## src/inc/eep_pkg.sv

```systemverilog
// Shared constants, types and carriers of the serial EEPROM slave controller.
// Assumes a single 20 MHz system clock; all pins arrive asynchronously.
`default_nettype none
package eep_pkg;

  // Timebase and self-timed program cycle
  localparam int unsigned CLK_PERIOD_NS = 50;
  localparam int unsigned PROG_BYTE_NS  = 1000000;                        // 1 ms per programmed byte
  localparam int unsigned PROG_BYTE_CYC = PROG_BYTE_NS / CLK_PERIOD_NS;   // Longest time, rounds down
  localparam int unsigned TMR_W         = 24;

  // Page buffer sizes and bits per byte
  localparam logic [3:0] PAGE_SMALL = 4'h2;
  localparam logic [3:0] PAGE_LARGE = 4'h8;
  localparam logic [3:0] BITS_BYTE  = 4'h8;

  // Register map (byte addresses)
  localparam logic [7:0]  REG_CTRL      = 8'h00;
  localparam logic [7:0]  REG_STATUS    = 8'h04;
  localparam int unsigned CTRL_EN_BIT   = 0;
  localparam int unsigned STAT_BUSY_BIT = 0;
  localparam int unsigned STAT_PTR_LSB  = 4;
  localparam int unsigned STAT_CNT_LSB  = 16;
  localparam logic        CTRL_EN_RST   = 1'b1;
  localparam logic [1:0]  RESP_OKAY     = 2'h0;
  localparam logic [1:0]  RESP_SLVERR   = 2'h2;

  typedef enum logic [1:0] {EEP_1K, EEP_2K, EEP_4K} eep_variant_t;
  typedef enum logic [2:0] {SER_IDLE, SER_RX, SER_ACK, SER_TX, SER_TXACK} eep_ser_t;
  typedef enum logic [1:0] {K_CTRL, K_WADDR, K_DATA, K_READ} eep_kind_t;

  typedef struct packed {
    logic        awvalid;
    logic [7:0]  awaddr;
    logic        wvalid;
    logic [31:0] wdata;
    logic [3:0]  wstrb;
    logic        bready;
    logic        arvalid;
    logic [7:0]  araddr;
    logic        rready;
  } eep_axi_req_t;

  typedef struct packed {
    logic        awready;
    logic        wready;
    logic        bvalid;
    logic [1:0]  bresp;
    logic        arready;
    logic        rvalid;
    logic [31:0] rdata;
    logic [1:0]  rresp;
  } eep_axi_rsp_t;

  // Cell array port: write strobe and address/data
  typedef struct packed {
    logic       we;
    logic [8:0] addr;
    logic [7:0] wdata;
  } eep_arr_req_t;

  typedef struct packed {
    logic [1:0]            scl_sy;
    logic [1:0]            sda_sy;
    logic [1:0]            wl_sy;
    logic [2:0]            cs_sy0;
    logic [2:0]            cs_sy1;
    logic                  scl_q;
    logic                  sda_q;
    eep_ser_t              ser;
    eep_kind_t             kind;
    logic [3:0]            cnt;
    logic [7:0]            shreg;
    logic [8:0]            ptr;
    logic [3:0]            nbytes;
    logic                  abort;
    logic                  sda_o;
    logic                  sda_oe;
    logic [7:0][7:0]       buf_data;
    logic [7:0][8:0]       buf_addr;
    logic [7:0]            buf_vld;
    logic                  busy;
    logic [2:0]            slot;
    logic [TMR_W-1:0]      tmr;
    eep_arr_req_t          arr;
    logic                  ctrl_en;
    eep_axi_rsp_t          axi;
    logic                  aw_got;
    logic                  w_got;
    logic [7:0]            awa;
    logic [31:0]           wda;
    logic [3:0]            wst;
  } eep_state_t;

endpackage : eep_pkg
`default_nettype wire

```

## src/hw/eep_ctrl.sv

```systemverilog
// Two-wire serial EEPROM slave: framing, addressing, page buffer, program timer, AXI4-Lite status.
// Assumes scl/sda/straps are asynchronous pins and the cell array answers reads one cycle after arr_req.
`default_nettype none

// Functional notes
// - Write opens with START, device code, chip address, direction low, then word address.
// - Addressed device acknowledges on the ninth clock after the control byte.
// - Word address loads pointer low byte; four-kilobit uses chip bit zero as ninth.
// - Each written byte is acknowledged and stored in the page buffer until STOP.
// - STOP after a write starts the self-timed program of all buffered bytes.
// - Page buffer holds two bytes, or eight on the four-kilobit variant.
// - Two-byte variants refuse a third data byte and abort the write.
// - Eight-byte page increments only low three pointer bits, rolling over.
// - STOP after the first data byte programs that single byte.
// - Program cycle lasts one millisecond per buffered byte.
// - Write control byte is not acknowledged while programming, acknowledged after.
// - With write-lock high, protected upper-half first data byte is refused, nothing programmed.
// - Write-lock has no effect on the one-kilobit variant.
// - Read shifts out byte at pointer, increments, continues while master acknowledges.
// - Read without pointer write returns data from the current pointer.
// - Pointer wraps inside its 256-byte block, never crossing blocks.
// - Respond only when chip bits match straps; four-kilobit ignores bit zero.
// - Control byte acknowledged only on address match and no program running.
// - On master not-acknowledge the data line is released high.
// - Four-kilobit chip bit zero selects upper or lower 256-byte block.
module eep_ctrl
  import eep_pkg::*;
#(
  parameter eep_variant_t VARIANT  = EEP_4K,
  parameter logic [3:0]   DEV_CODE = 4'h5,          // Arbitrary value
  parameter int unsigned  PROG_CYC = PROG_BYTE_CYC
) (
  input  wire logic         clk,
  input  wire logic         rstn,
  input  wire logic         scl_i,
  input  wire logic         sda_i,
  output logic              sda_o,
  output logic              sda_oe,
  input  wire logic         chip_sel_bit0,
  input  wire logic         chip_sel_bit1,
  input  wire logic         chip_sel_bit2,
  input  wire logic         write_lock,
  output eep_arr_req_t      arr_req,
  input  wire logic [7:0]   arr_rdata,
  input  wire eep_axi_req_t s_axi_req,
  output eep_axi_rsp_t      s_axi_rsp
);

  localparam logic             IS4K     = (VARIANT == EEP_4K);
  localparam logic [TMR_W-1:0] TMR_LAST = TMR_W'(PROG_CYC - 1);

  eep_state_t st_r;
  eep_state_t st_nxt;

  // Upper-half protection test per variant
  function automatic logic prot_hit(input logic [8:0] p, input logic wl);
    case (VARIANT)
      EEP_2K:  prot_hit = wl & p[7];
      EEP_4K:  prot_hit = wl & p[8];
      default: prot_hit = 1'b0;
    endcase
  endfunction : prot_hit

  // Pointer step that stays in its 256-byte block
  function automatic logic [8:0] ptr_step(input logic [8:0] p);
    ptr_step = {p[8], p[7:0] + 8'h01};
  endfunction : ptr_step

  // Register decode, shared by read and write paths
  function automatic logic reg_hit(input logic [7:0] a, input logic wr);
    reg_hit = (a == REG_CTRL) || (!wr && a == REG_STATUS);
  endfunction : reg_hit

  // Bus conditions seen on the synchronised pins
  logic scl_s;
  logic sda_s;
  logic scl_rise;
  logic scl_fall;
  logic start_ev;
  logic stop_ev;
  logic sel_ok;
  assign scl_s    = st_r.scl_sy[1];
  assign sda_s    = st_r.sda_sy[1];
  assign scl_rise = scl_s & ~st_r.scl_q;
  assign scl_fall = ~scl_s & st_r.scl_q;
  assign start_ev = scl_s & st_r.scl_q & st_r.sda_q & ~sda_s;
  assign stop_ev  = scl_s & st_r.scl_q & ~st_r.sda_q & sda_s;
  assign sel_ok   = (st_r.shreg[3] == st_r.cs_sy1[2]) && (st_r.shreg[2] == st_r.cs_sy1[1])
                    && (IS4K || st_r.shreg[1] == st_r.cs_sy1[0]);

  // Page slot for the incoming data byte
  logic [2:0] wr_slot;
  assign wr_slot = IS4K ? st_r.ptr[2:0] : {2'b00, st_r.nbytes[0]};

  // Read byte load, at end of control ack or after master ack
  logic ld_rd;

  // Next-state logic for the whole block
  always_comb begin
    st_nxt        = st_r;
    ld_rd         = 1'b0;
    st_nxt.scl_sy = {st_r.scl_sy[0], scl_i};
    st_nxt.sda_sy = {st_r.sda_sy[0], sda_i};
    st_nxt.wl_sy  = {st_r.wl_sy[0], write_lock};
    st_nxt.cs_sy0 = {chip_sel_bit2, chip_sel_bit1, chip_sel_bit0};
    st_nxt.cs_sy1 = st_r.cs_sy0;
    st_nxt.scl_q  = scl_s;
    st_nxt.sda_q  = sda_s;
    st_nxt.arr.we = 1'b0;
    st_nxt.sda_o  = 1'b0;

    // Framing: START/STOP preempt any byte in flight
    if (start_ev) begin
      st_nxt.ser    = SER_RX;
      st_nxt.kind   = K_CTRL;
      st_nxt.cnt    = 4'h0;
      st_nxt.sda_oe = 1'b0;
      st_nxt.nbytes = 4'h0;
      st_nxt.abort  = 1'b0;
      if (!st_r.busy) begin
        st_nxt.buf_vld = 8'h00;                      // Unfinished write is dropped
      end
    end else if (stop_ev) begin
      st_nxt.ser    = SER_IDLE;
      st_nxt.sda_oe = 1'b0;
      if (st_r.kind == K_DATA && st_r.nbytes != 4'h0 && !st_r.abort && !st_r.busy) begin
        st_nxt.busy = 1'b1;
        st_nxt.slot = 3'h0;
        st_nxt.tmr  = '0;
      end
    end else begin
      case (st_r.ser)
        SER_RX: begin
          if (scl_rise) begin
            st_nxt.shreg = {st_r.shreg[6:0], sda_s};
            st_nxt.cnt   = st_r.cnt + 4'h1;
          end else if (scl_fall && st_r.cnt == BITS_BYTE) begin
            st_nxt.ser    = SER_ACK;
            st_nxt.sda_oe = 1'b1;
            case (st_r.kind)
              K_CTRL: begin
                if (st_r.shreg[7:4] == DEV_CODE && sel_ok && st_r.ctrl_en && !st_r.busy) begin
                  st_nxt.kind = st_r.shreg[0] ? K_READ : K_WADDR;
                  if (IS4K) begin
                    st_nxt.ptr[8] = st_r.shreg[1];
                  end
                end else begin
                  st_nxt.ser    = SER_IDLE;
                  st_nxt.sda_oe = 1'b0;
                end
              end
              K_WADDR: begin
                st_nxt.ptr[7:0] = st_r.shreg;
                st_nxt.kind     = K_DATA;
                st_nxt.nbytes   = 4'h0;
              end
              K_DATA: begin
                if ((st_r.nbytes == 4'h0 && prot_hit(st_r.ptr, st_r.wl_sy[1]))
                    || (!IS4K && st_r.nbytes == PAGE_SMALL)) begin
                  st_nxt.abort  = 1'b1;
                  st_nxt.ser    = SER_IDLE;
                  st_nxt.sda_oe = 1'b0;
                end else begin
                  st_nxt.buf_data[wr_slot] = st_r.shreg;
                  st_nxt.buf_addr[wr_slot] = st_r.ptr;
                  st_nxt.buf_vld[wr_slot]  = 1'b1;
                  if (st_r.nbytes != (IS4K ? PAGE_LARGE : PAGE_SMALL)) begin
                    st_nxt.nbytes = st_r.nbytes + 4'h1;
                  end
                  st_nxt.ptr = IS4K ? {st_r.ptr[8:3], st_r.ptr[2:0] + 3'h1}
                                    : ptr_step(st_r.ptr);
                end
              end
              default: begin
                st_nxt.ser    = SER_IDLE;
                st_nxt.sda_oe = 1'b0;
              end
            endcase
          end
        end
        SER_ACK: begin
          if (scl_fall) begin
            st_nxt.sda_oe = 1'b0;
            st_nxt.cnt    = 4'h0;
            st_nxt.ser    = SER_RX;
            ld_rd         = (st_r.kind == K_READ);
          end
        end
        SER_TX: begin
          if (scl_fall) begin
            if (st_r.cnt == BITS_BYTE) begin
              st_nxt.sda_oe = 1'b0;                  // Free the line for master ack
              st_nxt.ser    = SER_TXACK;
            end else begin
              st_nxt.sda_oe = ~st_r.shreg[7];
              st_nxt.shreg  = {st_r.shreg[6:0], 1'b0};
              st_nxt.cnt    = st_r.cnt + 4'h1;
            end
          end
        end
        SER_TXACK: begin
          if (scl_rise && sda_s) begin
            st_nxt.ser = SER_IDLE;
          end else if (scl_fall) begin
            ld_rd = 1'b1;
          end
        end
        default: begin
          st_nxt.ser = SER_IDLE;
        end
      endcase
    end

    // Read byte launch: first bit driven now, pointer moves on
    if (ld_rd) begin
      st_nxt.shreg  = {arr_rdata[6:0], 1'b0};
      st_nxt.sda_oe = ~arr_rdata[7];
      st_nxt.cnt    = 4'h1;
      st_nxt.ptr    = ptr_step(st_r.ptr);
      st_nxt.ser    = SER_TX;
    end

    // Self-timed program: one slot per millisecond, empty slots skipped
    if (st_r.busy) begin
      if (st_r.buf_vld[st_r.slot]) begin
        if (st_r.tmr == '0) begin
          st_nxt.arr.we    = 1'b1;
          st_nxt.arr.addr  = st_r.buf_addr[st_r.slot];
          st_nxt.arr.wdata = st_r.buf_data[st_r.slot];
        end
        st_nxt.tmr = st_r.tmr + TMR_W'(1);
      end
      if (!st_r.buf_vld[st_r.slot] || st_r.tmr == TMR_LAST) begin
        st_nxt.tmr                = '0;
        st_nxt.buf_vld[st_r.slot] = 1'b0;
        st_nxt.slot               = st_r.slot + 3'h1;
        if (st_r.slot == 3'h7) begin
          st_nxt.busy = 1'b0;
        end
      end
    end else begin
      st_nxt.arr.addr = st_r.ptr;                    // Array read follows the pointer
    end

    // AXI4-Lite write: address and data taken in either order
    if (st_r.axi.awready && s_axi_req.awvalid) begin
      st_nxt.aw_got      = 1'b1;
      st_nxt.awa         = s_axi_req.awaddr;
      st_nxt.axi.awready = 1'b0;
    end
    if (st_r.axi.wready && s_axi_req.wvalid) begin
      st_nxt.w_got      = 1'b1;
      st_nxt.wda        = s_axi_req.wdata;
      st_nxt.wst        = s_axi_req.wstrb;
      st_nxt.axi.wready = 1'b0;
    end
    if (st_r.aw_got && st_r.w_got) begin
      st_nxt.aw_got     = 1'b0;
      st_nxt.w_got      = 1'b0;
      st_nxt.axi.bvalid = 1'b1;
      st_nxt.axi.bresp  = reg_hit(st_r.awa, 1'b1) ? RESP_OKAY : RESP_SLVERR;
      if (st_r.awa == REG_CTRL && st_r.wst[0]) begin
        st_nxt.ctrl_en = st_r.wda[CTRL_EN_BIT];      // Gates the acknowledge of the control byte
      end
    end
    if (st_r.axi.bvalid && s_axi_req.bready) begin
      st_nxt.axi.bvalid  = 1'b0;
      st_nxt.axi.awready = 1'b1;
      st_nxt.axi.wready  = 1'b1;
    end

    // AXI4-Lite read: one outstanding, unmapped answers SLVERR with zero
    if (st_r.axi.arready && s_axi_req.arvalid) begin
      st_nxt.axi.arready = 1'b0;
      st_nxt.axi.rvalid  = 1'b1;
      st_nxt.axi.rresp   = reg_hit(s_axi_req.araddr, 1'b0) ? RESP_OKAY : RESP_SLVERR;
      st_nxt.axi.rdata   = 32'h0;
      if (s_axi_req.araddr == REG_CTRL) begin
        st_nxt.axi.rdata = 32'(st_r.ctrl_en) << CTRL_EN_BIT;
      end else if (s_axi_req.araddr == REG_STATUS) begin
        st_nxt.axi.rdata = (32'(st_r.busy) << STAT_BUSY_BIT) | (32'(st_r.ptr) << STAT_PTR_LSB)
                           | (32'(st_r.nbytes) << STAT_CNT_LSB);
      end
    end
    if (st_r.axi.rvalid && s_axi_req.rready) begin
      st_nxt.axi.rvalid  = 1'b0;
      st_nxt.axi.arready = 1'b1;
    end
  end

  // State register; handshake readies come up high
  always_ff @(posedge clk or negedge rstn) begin
    if (!rstn) begin
      st_r             <= '0;
      st_r.ctrl_en     <= CTRL_EN_RST;
      st_r.axi.awready <= 1'b1;
      st_r.axi.wready  <= 1'b1;
      st_r.axi.arready <= 1'b1;
      st_r.scl_sy      <= 2'b11;                 // Idle bus level, no false edge after reset
      st_r.sda_sy      <= 2'b11;
      st_r.scl_q       <= 1'b1;
      st_r.sda_q       <= 1'b1;
    end else begin
      st_r <= st_nxt;
    end
  end

  // Outputs straight from the state register
  assign sda_o     = st_r.sda_o;
  assign sda_oe    = st_r.sda_oe;
  assign arr_req   = st_r.arr;
  assign s_axi_rsp = st_r.axi;

endmodule : eep_ctrl
`default_nettype wire

```

## config.mk

```make
export PLATFORM = sky130hd
export DESIGN_NAME = eep_ctrl
export DESIGN_NICKNAME = d
export VERILOG_FILES = /design/src/inc/eep_pkg.sv /design/src/hw/eep_ctrl.sv
export SDC_FILE = /design/constraint.sdc
export NUM_CORES = 1
export LEC_CHECK = 0
export BUFFER_PORTS_ARGS = -buffer_cell sky130_fd_sc_hd__buf_2
export CAP_MARGIN = 0
export CORE_MARGIN = 2
export CORE_UTILIZATION = 55
export DETAILED_ROUTE_END_ITERATION = 8
export PLACE_DENSITY_LB_ADDON = 0.25
export REMOVE_ABC_BUFFERS = 1
export SYNTH_ARGS = -nofsm -noshare
export SYNTH_HDL_FRONTEND = slang
export SYNTH_SLANG_ARGS = --single-unit
```

## constraint.sdc

```tcl
create_clock -name clk -period 2.91 [get_ports clk]
set_clock_uncertainty 0.2 [all_clocks]
set_input_delay 0.291 -clock clk [delete_from_list [all_inputs] [get_ports clk]]
set_output_delay 0.291 -clock clk [all_outputs]
set_load 0.02 [all_outputs]
```

==> run summary, run 1 <==
number of primary I/O pins: 134
register bit count reported by yosys: 268
clock insertion delay at the later pin of the skew report: 0.55 ns
switching pwr: 0.00276 W
number of global-route vias before repair: 8,798
Gate power share: 0.154
TritonCTS clock tree: done
maximum number of pins on one net before global-route repair: 86
power density over cell area: 647 mW/mm²
most numerous cell in the Yosys netlist: sky130_fd_sc_hd__dfrtp_1
number of cell instances on the worst register-to-register path: 8
cell count after synthesis: 1,096
Final Max Tran Viols: 0
dominant synthesized flop cell: sky130_fd_sc_hd__dfrtp_1
DRT antenna net count: 0
number of vias in the routed layout: 8,913
vertical die dimension: 159 µm
maximum clock insertion buffer count: 3
hold_sp: s_axi_req[7]
critical path arrival: 2.87 ns
crit path max-delay cell type: sky130_fd_sc_hd__a2111oi_0
mean routed wirelength per cell: 19.5 µm
Mean Syn Cell Area: 12.0 µm²
placement-stage cell area: 0.0137 mm²
top cell type's share of synthesized area: 0.490
wire length of the first global-routing pass: 48.2 mm
Final Cycle Share: 0.902
area of all placed cells without fillers: 0.0151 mm²
topmost layer with routed signal wires: met4
achievable clock frequency: 381 MHz
Critical Path, Cell by Cell: inv_1, ha_1, and3b_1, buf_4, a2111oi_0, and2b_1, o21a_1, o31ai_1
relative max-transition margin: 0.444
count of synthesis-stage warnings from yosys: 0
sum of overflow across all layers after global routing: 0
max_cap viols: 0
Sink Count: 268
Critical R2R Launch: st_r[302]
proportion of synthesized flip-flops having asynchronous set or reset: 1.00
fraction of final layout cells with drive strength greater than 1: 0.301
total met3 wirelength after detailed routing: 1.58 mm
clock slew at reported path FFs: 0.06 ns
static leakage: 7.07 nW
number of endpoints failing setup at the final stage: 0
largest incremental delay on the critical path: 0.61 ns
sum of routed wire segments on met1: 13.1 mm
data required time at the worst endpoint: 3.16 ns
CTS root buffer: sky130_fd_sc_hd__clkbuf_16
Slew @ Worst Pin: 0.832 ns
post-synthesis cell type count: 76
DRC: 0
Clk network pwr share: 0.389
RSZ-0062 raised after global routing: false
port bufs: 77
detailed router's first-iteration violation count: 713
number of nets at the end of the flow: 1,258
Via density: 5.88
total core area: 0.0235 mm²
post-synthesis instance area: 0.0132 mm²
layout overhead on the synthesized area: 14.3%
met2 WL post-DR: 14.4 mm
Diodes inserted: 0
run status: finished clean
r2r setup slk: 0.29 ns
sequential fraction of the synthesis area: 0.510
Min Clock Period, post-route: 2.62 ns
half-perimeter wire length after detailed placement: 18.8 mm
number of core rows: 56
Post CTS Setup Buffer Count: 0
type of origin of the critical path: flip-flop
critical setup path kind: flip-flop to flip-flop
final number of hold-violating endpoints: 0
synth top area cells: sky130_fd_sc_hd__dfrtp_1, sky130_fd_sc_hd__mux2_2, sky130_fd_sc_hd__mux4_2, sky130_fd_sc_hd__buf_4, sky130_fd_sc_hd__mux2_1
gpl congestion: 0.863
Num CTS Buffers: 28
final routed wirelength across all metal layers: 29.7 mm
antenna violations before repair: 2
start point of the critical path: st_r[302]
capturing point of the worst reg2reg path: st_r[309]
die area: 0.0252 mm²
library cell occupying the most area in the post-synthesis netlist: sky130_fd_sc_hd__dfrtp_1
initial core utilization: 0.561
count of flip-flops with a built-in enable after synthesis: 0
internal power component: 0.00698 W
floorplan die width: 159 µm
relative contribution of sequential cells to total power: 0.457
H-tree level count: 1
WHS Endpoint: s_axi_rsp[1]
type of the tightest min-delay check: input port to flip-flop
Total GRT Usage: 0.238
Hold Path Depth: 4
first drt pass iteration count: 5
highest ir drop seen on vdd: 563 µV
maximum fanout count along the critical path: 5
leading post-synthesis cells by instance count: sky130_fd_sc_hd__dfrtp_1, sky130_fd_sc_hd__mux2_2, sky130_fd_sc_hd__nand2_1
switching share of total power: 0.283
setup_tns: 0 ns
Crit. End Element: flip-flop
## per-layer routing
metal | up-vias | global-route usage
met1 | 4545 | 0.337
met4 | 0 | 0.0584
met2 | 249 | 0.393
met5 | - | 0
li1 | 4070 | -
met3 | 49 | 0.0316
## through the flow
stage                     std cells   util  setup WS, ns  power (W)  hold WS [ns]
final                          1517  0.642         0.287    0.00974        0.0155
after floorplan                 989      -        -0.563    0.00534        -0.205
after CTS                      1517  0.642         0.282    0.00980       0.00338
after global routing           1517  0.642        0.0626     0.0102        0.0778
after global placement         1430  0.584         0.363    0.00589         0.140
after detailed placement       1430  0.584         0.325    0.00596         0.137
## critical path: cells and delay by family (launching register included)
family	cells	cell delay [ns]
buffers and inverters	2	0.22
AO/OA/AOI/OAI	3	1.00
flip-flops	1	0.42
adder cells (fa/ha/maj)	1	0.21
AND/OR/NAND/NOR	2	0.47
## cell type report
cell class	count	area, µm²
Sequential cell	268	6720
Timing Repair Buffer	157	1180
Clock buffer	35	767
Clock inverter	17	226
Inverter	24	90.1
Fill cell	1797	8410
Multi-Input combinational cell	697	5670
Tap cell	319	399
## timing repair
item                                    CTS  global route
endpoints found under the setup margin    0             0
resized for setup                         0             0
hold endpoints to repair                111             0
hold buffers                             35             0
## placed cells by master (no fill, tap or decap), types with 9 or more instances in the layout
cell type / synthesis / routed
sky130_fd_sc_hd__dlygate4sd3_1: 0 / 35
sky130_fd_sc_hd__dfstp_2: 10 / 10
sky130_fd_sc_hd__a31oi_1: 20 / 20
sky130_fd_sc_hd__clkinv_2: 0 / 9
sky130_fd_sc_hd__o21ai_0: 30 / 29
sky130_fd_sc_hd__inv_1: 23 / 23
sky130_fd_sc_hd__mux4_2: 36 / 36
sky130_fd_sc_hd__mux2_2: 110 / 110
sky130_fd_sc_hd__and3_1: 12 / 12
sky130_fd_sc_hd__nand2b_1: 10 / 10
sky130_fd_sc_hd__nor2_1: 48 / 48
sky130_fd_sc_hd__nand2_1: 73 / 73
sky130_fd_sc_hd__nor2b_1: 17 / 17
sky130_fd_sc_hd__and2_1: 10 / 10
sky130_fd_sc_hd__a21oi_1: 31 / 31
sky130_fd_sc_hd__nor3_1: 14 / 14
sky130_fd_sc_hd__mux2_1: 25 / 25
sky130_fd_sc_hd__buf_4: 65 / 37
sky130_fd_sc_hd__o221ai_1: 9 / 9
sky130_fd_sc_hd__mux2i_1: 17 / 17
sky130_fd_sc_hd__a22o_1: 15 / 15
sky130_fd_sc_hd__ha_1: 9 / 9
sky130_fd_sc_hd__nand3_1: 45 / 45
sky130_fd_sc_hd__clkbuf_16: 0 / 28
sky130_fd_sc_hd__dfrtp_1: 258 / 257
sky130_fd_sc_hd__buf_2: 15 / 76
sky130_fd_sc_hd__nand4_1: 11 / 11
sky130_fd_sc_hd__conb_1: 1 / 21
## power groups by stage
stage	combinational, W	clock (W)	sequential [W]
2_1_floorplan	0.000896	0	0.00444
3_3_place_gp	0.00141	0	0.00448
3_5_place_dp	0.00146	0	0.00450
4_1_cts	0.00150	0.00386	0.00444
5_1_grt	0.00166	0.00402	0.00450
6_report	0.00150	0.00379	0.00445
## kinds of logic after synthesis
group,share of synthesized area
AO/OA/AOI/OAI,0.0859
XOR/XNOR,0.00199
adder cells (fa/ha/maj),0.00855
buffers and inverters,0.0652
flip-flops,0.510
multiplexers,0.192
other,0.000285
AND/OR/NAND/NOR,0.137
## worst max-delay path by stage
stage               slack, ns  cells after the start          end
finish                   0.29                      8    st_r[309]
global route             0.06                      8    st_r[309]
CTS                      0.28                      8    st_r[309]
detailed placement       0.32                      8    st_r[309]
global placement         0.36                      8    st_r[309]
floorplan               -0.56                      4  arr_req[10]
Note: power is estimated with default switching activity, not from simulation.
==> run 2: changes to the inputs <==
--- a/config.mk
+++ b/config.mk
@@ -5,6 +5,7 @@
 export SDC_FILE = /design/constraint.sdc
 export NUM_CORES = 1
 export LEC_CHECK = 0
+export ABC_AREA = 1
 export BUFFER_PORTS_ARGS = -buffer_cell sky130_fd_sc_hd__buf_2
 export CAP_MARGIN = 0
 export CORE_MARGIN = 2
==> run summary, run 2 <==
run status: finished clean
final number of hold-violating endpoints: 0
clock slew at reported path FFs: 0.06 ns
mean routed wirelength per cell: 16.2 µm
sequential fraction of the synthesis area: 0.511
die area: 0.0252 mm²
data required time at the worst endpoint: 3.12 ns
maximum fanout count along the critical path: 23
CTS root buffer: sky130_fd_sc_hd__clkbuf_16
post-synthesis cell type count: 33
count of synthesis-stage warnings from yosys: 0
Crit. End Element: flip-flop
register bit count reported by yosys: 268
cell count after synthesis: 1,684
switching share of total power: 0.339
Sink Count: 268
antenna violations before repair: 0
power density over cell area: 762 mW/mm²
gpl congestion: 0.901
DRC: 0
final routed wirelength across all metal layers: 34.0 mm
number of global-route vias before repair: 10,800
number of fill cells in the layout: 1,988
number of endpoints failing setup at the final stage: 0
clock insertion delay at the later pin of the skew report: 0.55 ns
port bufs: 77
type of origin of the critical path: flip-flop
RSZ-0062 raised after global routing: false
number of nets at the end of the flow: 1,839
switching pwr: 0.00390 W
first drt pass iteration count: 6
fin worst setup slack: 0.388 ns
library cell occupying the most area in the post-synthesis netlist: sky130_fd_sc_hd__dfrtp_1
Post-Place Setup Slack: 0.440 ns
count of flip-flops with a built-in enable after synthesis: 0
maximum clock insertion buffer count: 3
most numerous cell in the Yosys netlist: sky130_fd_sc_hd__nand2_1
DRT antenna net count: 0
share of the core filled with cells in the final layout: 0.643
dominant synthesized flop cell: sky130_fd_sc_hd__dfrtp_1
Via density: 5.44
number of core rows: 56
achievable clock frequency: 396 MHz
floorplan die width: 159 µm
synth top area cells: sky130_fd_sc_hd__dfrtp_1, sky130_fd_sc_hd__nand2_1, sky130_fd_sc_hd__o21ai_0, sky130_fd_sc_hd__inv_1, sky130_fd_sc_hd__nor2_1
highest-count cells in the layout ignoring fill and taps: sky130_fd_sc_hd__nand2_1, sky130_fd_sc_hd__dfrtp_1, sky130_fd_sc_hd__o21ai_0
proportion of synthesized flip-flops having asynchronous set or reset: 1.00
Final Cycle Share: 0.867
sum of overflow across all layers after global routing: 0
Clk network pwr share: 0.359
half-perimeter wire length after detailed placement: 22.4 mm
relative max-transition margin: 0.617
post-synthesis instance area: 0.0132 mm²
Gate power share: 0.260
critical setup path kind: flip-flop to flip-flop
maximum number of pins on one net before global-route repair: 74
leading post-synthesis cells by instance count: sky130_fd_sc_hd__nand2_1, sky130_fd_sc_hd__dfrtp_1, sky130_fd_sc_hd__o21ai_0
number of vias in the routed layout: 11,400
Mean Syn Cell Area: 7.81 µm²
number of primary I/O pins: 134
type of the tightest min-delay check: input port to flip-flop
top cell type's share of synthesized area: 0.491
H-tree level count: 1
vertical die dimension: 159 µm
area taken by flip-flops and latches: 0.00672 mm²
max_cap viols: 0
Diodes inserted: 0
fraction of final layout cells with drive strength greater than 1: 0.106
area of combinational cells with multiple inputs: 0.00518 mm²
total core area: 0.0235 mm²
wire length of the first global-routing pass: 55.7 mm
Num CTS Buffers: 29
internal power component: 0.00760 W
most frequent standard cell in the layout excluding fill and tap cells: sky130_fd_sc_hd__nand2_1
static leakage: 7.61 nW
Slew @ Worst Pin: 0.568 ns
initial core utilization: 0.561
critical path arrival: 2.73 ns
Min Clock Period, post-route: 2.52 ns
relative contribution of sequential cells to total power: 0.382
Total GRT Usage: 0.279
highest ir drop seen on vdd: 709 µV
layout overhead on the synthesized area: 14.7%
Final Max Tran Viols: 0
r2r setup slk: 0.39 ns
TritonCTS clock tree: done
detailed router's first-iteration violation count: 912
## run 2: changes by cell type in the layout (fill, tap and decap cells not counted), moves of 18 or more
cell and delta:
sky130_fd_sc_hd__mux2_2 -110, sky130_fd_sc_hd__o21ai_0 +224, sky130_fd_sc_hd__nor2_1 +86, sky130_fd_sc_hd__nand3_1 +47, sky130_fd_sc_hd__o22ai_1 +18, sky130_fd_sc_hd__mux4_2 -36
sky130_fd_sc_hd__inv_1 +133, sky130_fd_sc_hd__nand2_1 +403, sky130_fd_sc_hd__mux2_1 -25
## run 2: through the flow
step | instance area (µm²) | TNS (ns) | hold slack [ns] | total power, W | instances
floorplan | 12500 | -10.14 | -0.205 | 0.00612 | 1572
global placement | 13600 | 0 | 0.0766 | 0.00727 | 2009
detailed placement | 13600 | 0 | 0.0791 | 0.00732 | 2009
CTS | 15100 | 0 | 0.0399 | 0.0115 | 2099
global route | 15100 | 0 | 0.0838 | 0.0121 | 2099
finish | 15100 | 0 | 0.0675 | 0.0115 | 2099
## run 2: per-layer routing
layer / up-vias / share of wire / global-route usage
met1: 5398 / 0.44 / 0.394
met5: - / 0 / 0
met4: 0 / 0.018 / 0.0712
met3: 52 / 0.072 / 0.0438
li1: 5528 / - / -
met2: 432 / 0.47 / 0.452
## run 2: final timing paths
kind,from,to,depth (start not counted)
setup reg to reg,st_r[302],flip-flop,12
hold / removal,s_axi_req[5],s_axi_rsp[1],5
max in group asynchronous,rstn,asynchronous set/reset pin,3
setup / recovery,st_r[302],flip-flop,12
hold reg to reg,st_nxt[315],st_r[315],0
min in group asynchronous,rstn,st_r[124],2
## run 2: area by class of cell
type / count / share of cell area
Clock buffer: 36 / 0.0531
Clock inverter: 18 / 0.0190
Inverter: 160 / 0.0398
Multi-Input combinational cell: 1144 / 0.344
Sequential cell: 268 / 0.445
Tap cell: 319 / 0.0264
Timing Repair Buffer: 154 / 0.0729
## run 2: what timing repair did
action / 4_1_cts / 5_1_grt
buffers inserted: 0 / 0
hold buffers: 36 / 0
endpoints found under the hold margin: 227 / 0
setup endpoints to repair: 0 / 0
resized for setup: 0 / 0
## run 2: logic make-up after synthesis
kind of cell | Yosys count | share of synthesized area
XOR/XNOR | 10 | 0.00666
flip-flops | 268 | 0.511
other | 1 | 0.000285
AO/OA/AOI/OAI | 335 | 0.133
AND/OR/NAND/NOR | 769 | 0.239
buffers and inverters | 292 | 0.101
adder cells (fa/ha/maj) | 9 | 0.00856
## run 2: power by group through the flow
stage          logic, W  clock network (W)  registers, W
2_1_floorplan   0.00154                  0       0.00457
5_1_grt         0.00334            0.00434       0.00443
6_report        0.00299            0.00412       0.00439
4_1_cts         0.00296            0.00417       0.00438
3_5_place_dp    0.00288                  0       0.00444
3_3_place_gp    0.00284                  0       0.00443
## run 2: critical path, cell delays in order (launching register included)
cell	delay [ns]
sky130_fd_sc_hd__dfrtp_1	0.43
sky130_fd_sc_hd__inv_1	0.08
sky130_fd_sc_hd__ha_1	0.14
sky130_fd_sc_hd__nand2_1	0.06
sky130_fd_sc_hd__nor2_2	0.18
sky130_fd_sc_hd__nand2_1	0.12
sky130_fd_sc_hd__inv_1	0.10
sky130_fd_sc_hd__nand2_1	0.12
sky130_fd_sc_hd__nor3_4	0.31
sky130_fd_sc_hd__nand4_1	0.17
sky130_fd_sc_hd__buf_4	0.27
sky130_fd_sc_hd__nand2_1	0.10
sky130_fd_sc_hd__o21ai_0	0.08
==> run 3: changes to the inputs <==
--- a/config.mk
+++ b/config.mk
@@ -5,8 +5,7 @@
 export SDC_FILE = /design/constraint.sdc
 export NUM_CORES = 1
 export LEC_CHECK = 0
-export ABC_AREA = 1
-export BUFFER_PORTS_ARGS = -buffer_cell sky130_fd_sc_hd__buf_2
+export BUFFER_PORTS_ARGS = -buffer_cell sky130_fd_sc_hd__buf_4
 export CAP_MARGIN = 0
 export CORE_MARGIN = 2
 export CORE_UTILIZATION = 55
==> run summary, run 3 (synthesis results as in run 1) <==
run status: finished clean
highest ir drop seen on vdd: 610 µV
placement-stage cell area: 0.0139 mm²
Slew @ Worst Pin: 0.807 ns
Final Cycle Share: 0.908
vertical die dimension: 159 µm
number of fill cells in the layout: 1,764
gpl congestion: 0.843
number of global-route vias before repair: 9,009
clock insertion delay at the later pin of the skew report: 0.56 ns
critical path arrival: 2.86 ns
half-perimeter wire length after detailed placement: 19.0 mm
TritonCTS clock tree: done
type of the tightest min-delay check: input port to flip-flop
number of vias in the routed layout: 8,930
floorplan die width: 159 µm
WHS Endpoint: s_axi_rsp[1]
maximum clock insertion buffer count: 3
hold_sp: s_axi_req[7]
internal power component: 0.00675 W
Min Clock Period, post-route: 2.64 ns
relative contribution of sequential cells to total power: 0.469
relative max-transition margin: 0.461
overall power of the completed layout: 0.00951 W
power density over cell area: 628 mW/mm²
type of origin of the critical path: flip-flop
mean routed wirelength per cell: 19.6 µm
Post CTS Setup Buffer Count: 0
start point of the critical path: st_r[281]
post-cts sizing count: 0
Num CTS Buffers: 28
Crit. End Element: flip-flop
data required time at the worst endpoint: 3.13 ns
achievable clock frequency: 378 MHz
RSZ-0062 raised after global routing: false
number of cell instances on the worst register-to-register path: 8
layout overhead on the synthesized area: 15.0%
non-filler cells in the finished layout: 1,517
final routed wirelength across all metal layers: 29.7 mm
critical setup path kind: flip-flop to flip-flop
highest-count cells in the layout ignoring fill and taps: sky130_fd_sc_hd__dfrtp_1, sky130_fd_sc_hd__buf_4, sky130_fd_sc_hd__mux2_2
DP Cell Count: 1,429
H-tree level count: 1
number of core rows: 56
r2r setup slk: 0.27 ns
total core area: 0.0235 mm²
static leakage: 7.06 nW
fraction of final layout cells with drive strength greater than 1: 0.294
Critical R2R Launch: st_r[281]
wire length of the first global-routing pass: 49.2 mm
maximum number of pins on one net before global-route repair: 66
sum of overflow across all layers after global routing: 0
number of primary I/O pins: 134
antenna violations before repair: 0
maximum fanout count along the critical path: 16
area of all placed cells without fillers: 0.0152 mm²
DRC: 0
DRT antenna net count: 0
Sink Count: 268
max_cap viols: 0
Gate power share: 0.159
detailed router's first-iteration violation count: 630
clock slew at reported path FFs: 0.06 ns
number of nets at the end of the flow: 1,258
Total GRT Usage: 0.241
share of the core filled with cells in the final layout: 0.646
Via density: 5.89
Hold Path Depth: 4
port bufs: 77
number of endpoints failing setup at the final stage: 0
initial core utilization: 0.561
switching pwr: 0.00276 W
Final Max Tran Viols: 0
die area: 0.0252 mm²
switching share of total power: 0.290
first drt pass iteration count: 5
CTS root buffer: sky130_fd_sc_hd__clkbuf_16
number of buffers inserted for hold repair after clock tree synthesis: 36
setup_tns: 0 ns
final number of hold-violating endpoints: 0
Clk network pwr share: 0.372
most frequent standard cell in the layout excluding fill and tap cells: sky130_fd_sc_hd__dfrtp_1
Diodes inserted: 0
## run 3: changes by cell type in the layout (fill, tap and decap cells not counted), moves of 18 or more
| cell | delta |
|---|---|
| sky130_fd_sc_hd__nand3_1 | -47 |
| sky130_fd_sc_hd__nor2_1 | -86 |
| sky130_fd_sc_hd__buf_2 | -76 |
| sky130_fd_sc_hd__o21ai_0 | -224 |
| sky130_fd_sc_hd__mux2_2 | +110 |
| sky130_fd_sc_hd__mux2_1 | +25 |
| sky130_fd_sc_hd__o22ai_1 | -18 |
| sky130_fd_sc_hd__mux4_2 | +36 |
| sky130_fd_sc_hd__inv_1 | -133 |
| sky130_fd_sc_hd__buf_4 | +75 |
| sky130_fd_sc_hd__nand2_1 | -403 |
## run 3: area by class of cell
class                   instances  area, µm²  area share
flip-flops and latches        268       6720       0.444
well taps                     319        399      0.0263
clock buffers                  42        793      0.0524
repair buffers                157       1360      0.0900
multi-input cells             697       5670       0.374
inverters                      24       90.1     0.00595
clock inverters                10        114     0.00751
## run 3: how the worst max path moves through the flow
stage | to | cells past startpoint | slack, ns
6_report | flip-flop | 8 | 0.27
5_1_grt | st_r[112] | 6 | 0.12
4_1_cts | flip-flop | 8 | 0.27
3_5_place_dp | flip-flop | 8 | 0.31
3_3_place_gp | flip-flop | 8 | 0.38
2_1_floorplan | arr_req[10] | 4 | -0.56
## run 3: critical path, cell delays in order, from the launching register on
cell and delay, ns:
sky130_fd_sc_hd__dfrtp_1 0.45, sky130_fd_sc_hd__inv_1 0.07, sky130_fd_sc_hd__ha_1 0.20, sky130_fd_sc_hd__or3b_4 0.27, sky130_fd_sc_hd__o211ai_4 0.14, sky130_fd_sc_hd__buf_4 0.19
sky130_fd_sc_hd__nor4b_4 0.39, sky130_fd_sc_hd__buf_12 0.23, sky130_fd_sc_hd__mux2_2 0.35
## run 3: per-stage QoR
stage / hold slack, ns / worst slack [ns]
after floorplan: -0.205 / -0.563
after global placement: 0.0836 / 0.379
after detailed placement: 0.0875 / 0.308
after CTS: 0.00172 / 0.273
after global routing: 0.0973 / 0.117
final: 0.0292 / 0.267
## run 3: power by group through the flow
stage | clock, W | sequential (W) | combinational, W
after floorplan | 0 | 0.00444 | 0.000896
after global routing | 0.00375 | 0.00452 | 0.00167
after detailed placement | 0 | 0.00452 | 0.00146
final | 0.00353 | 0.00446 | 0.00151
after CTS | 0.00359 | 0.00445 | 0.00151
after global placement | 0 | 0.00450 | 0.00142
## run 3: metal layers
layer,GRT usage,part of all wire
met4,0.0680,0.028
met5,0,0
met2,0.400,0.48
met3,0.0337,0.046
met1,0.335,0.45
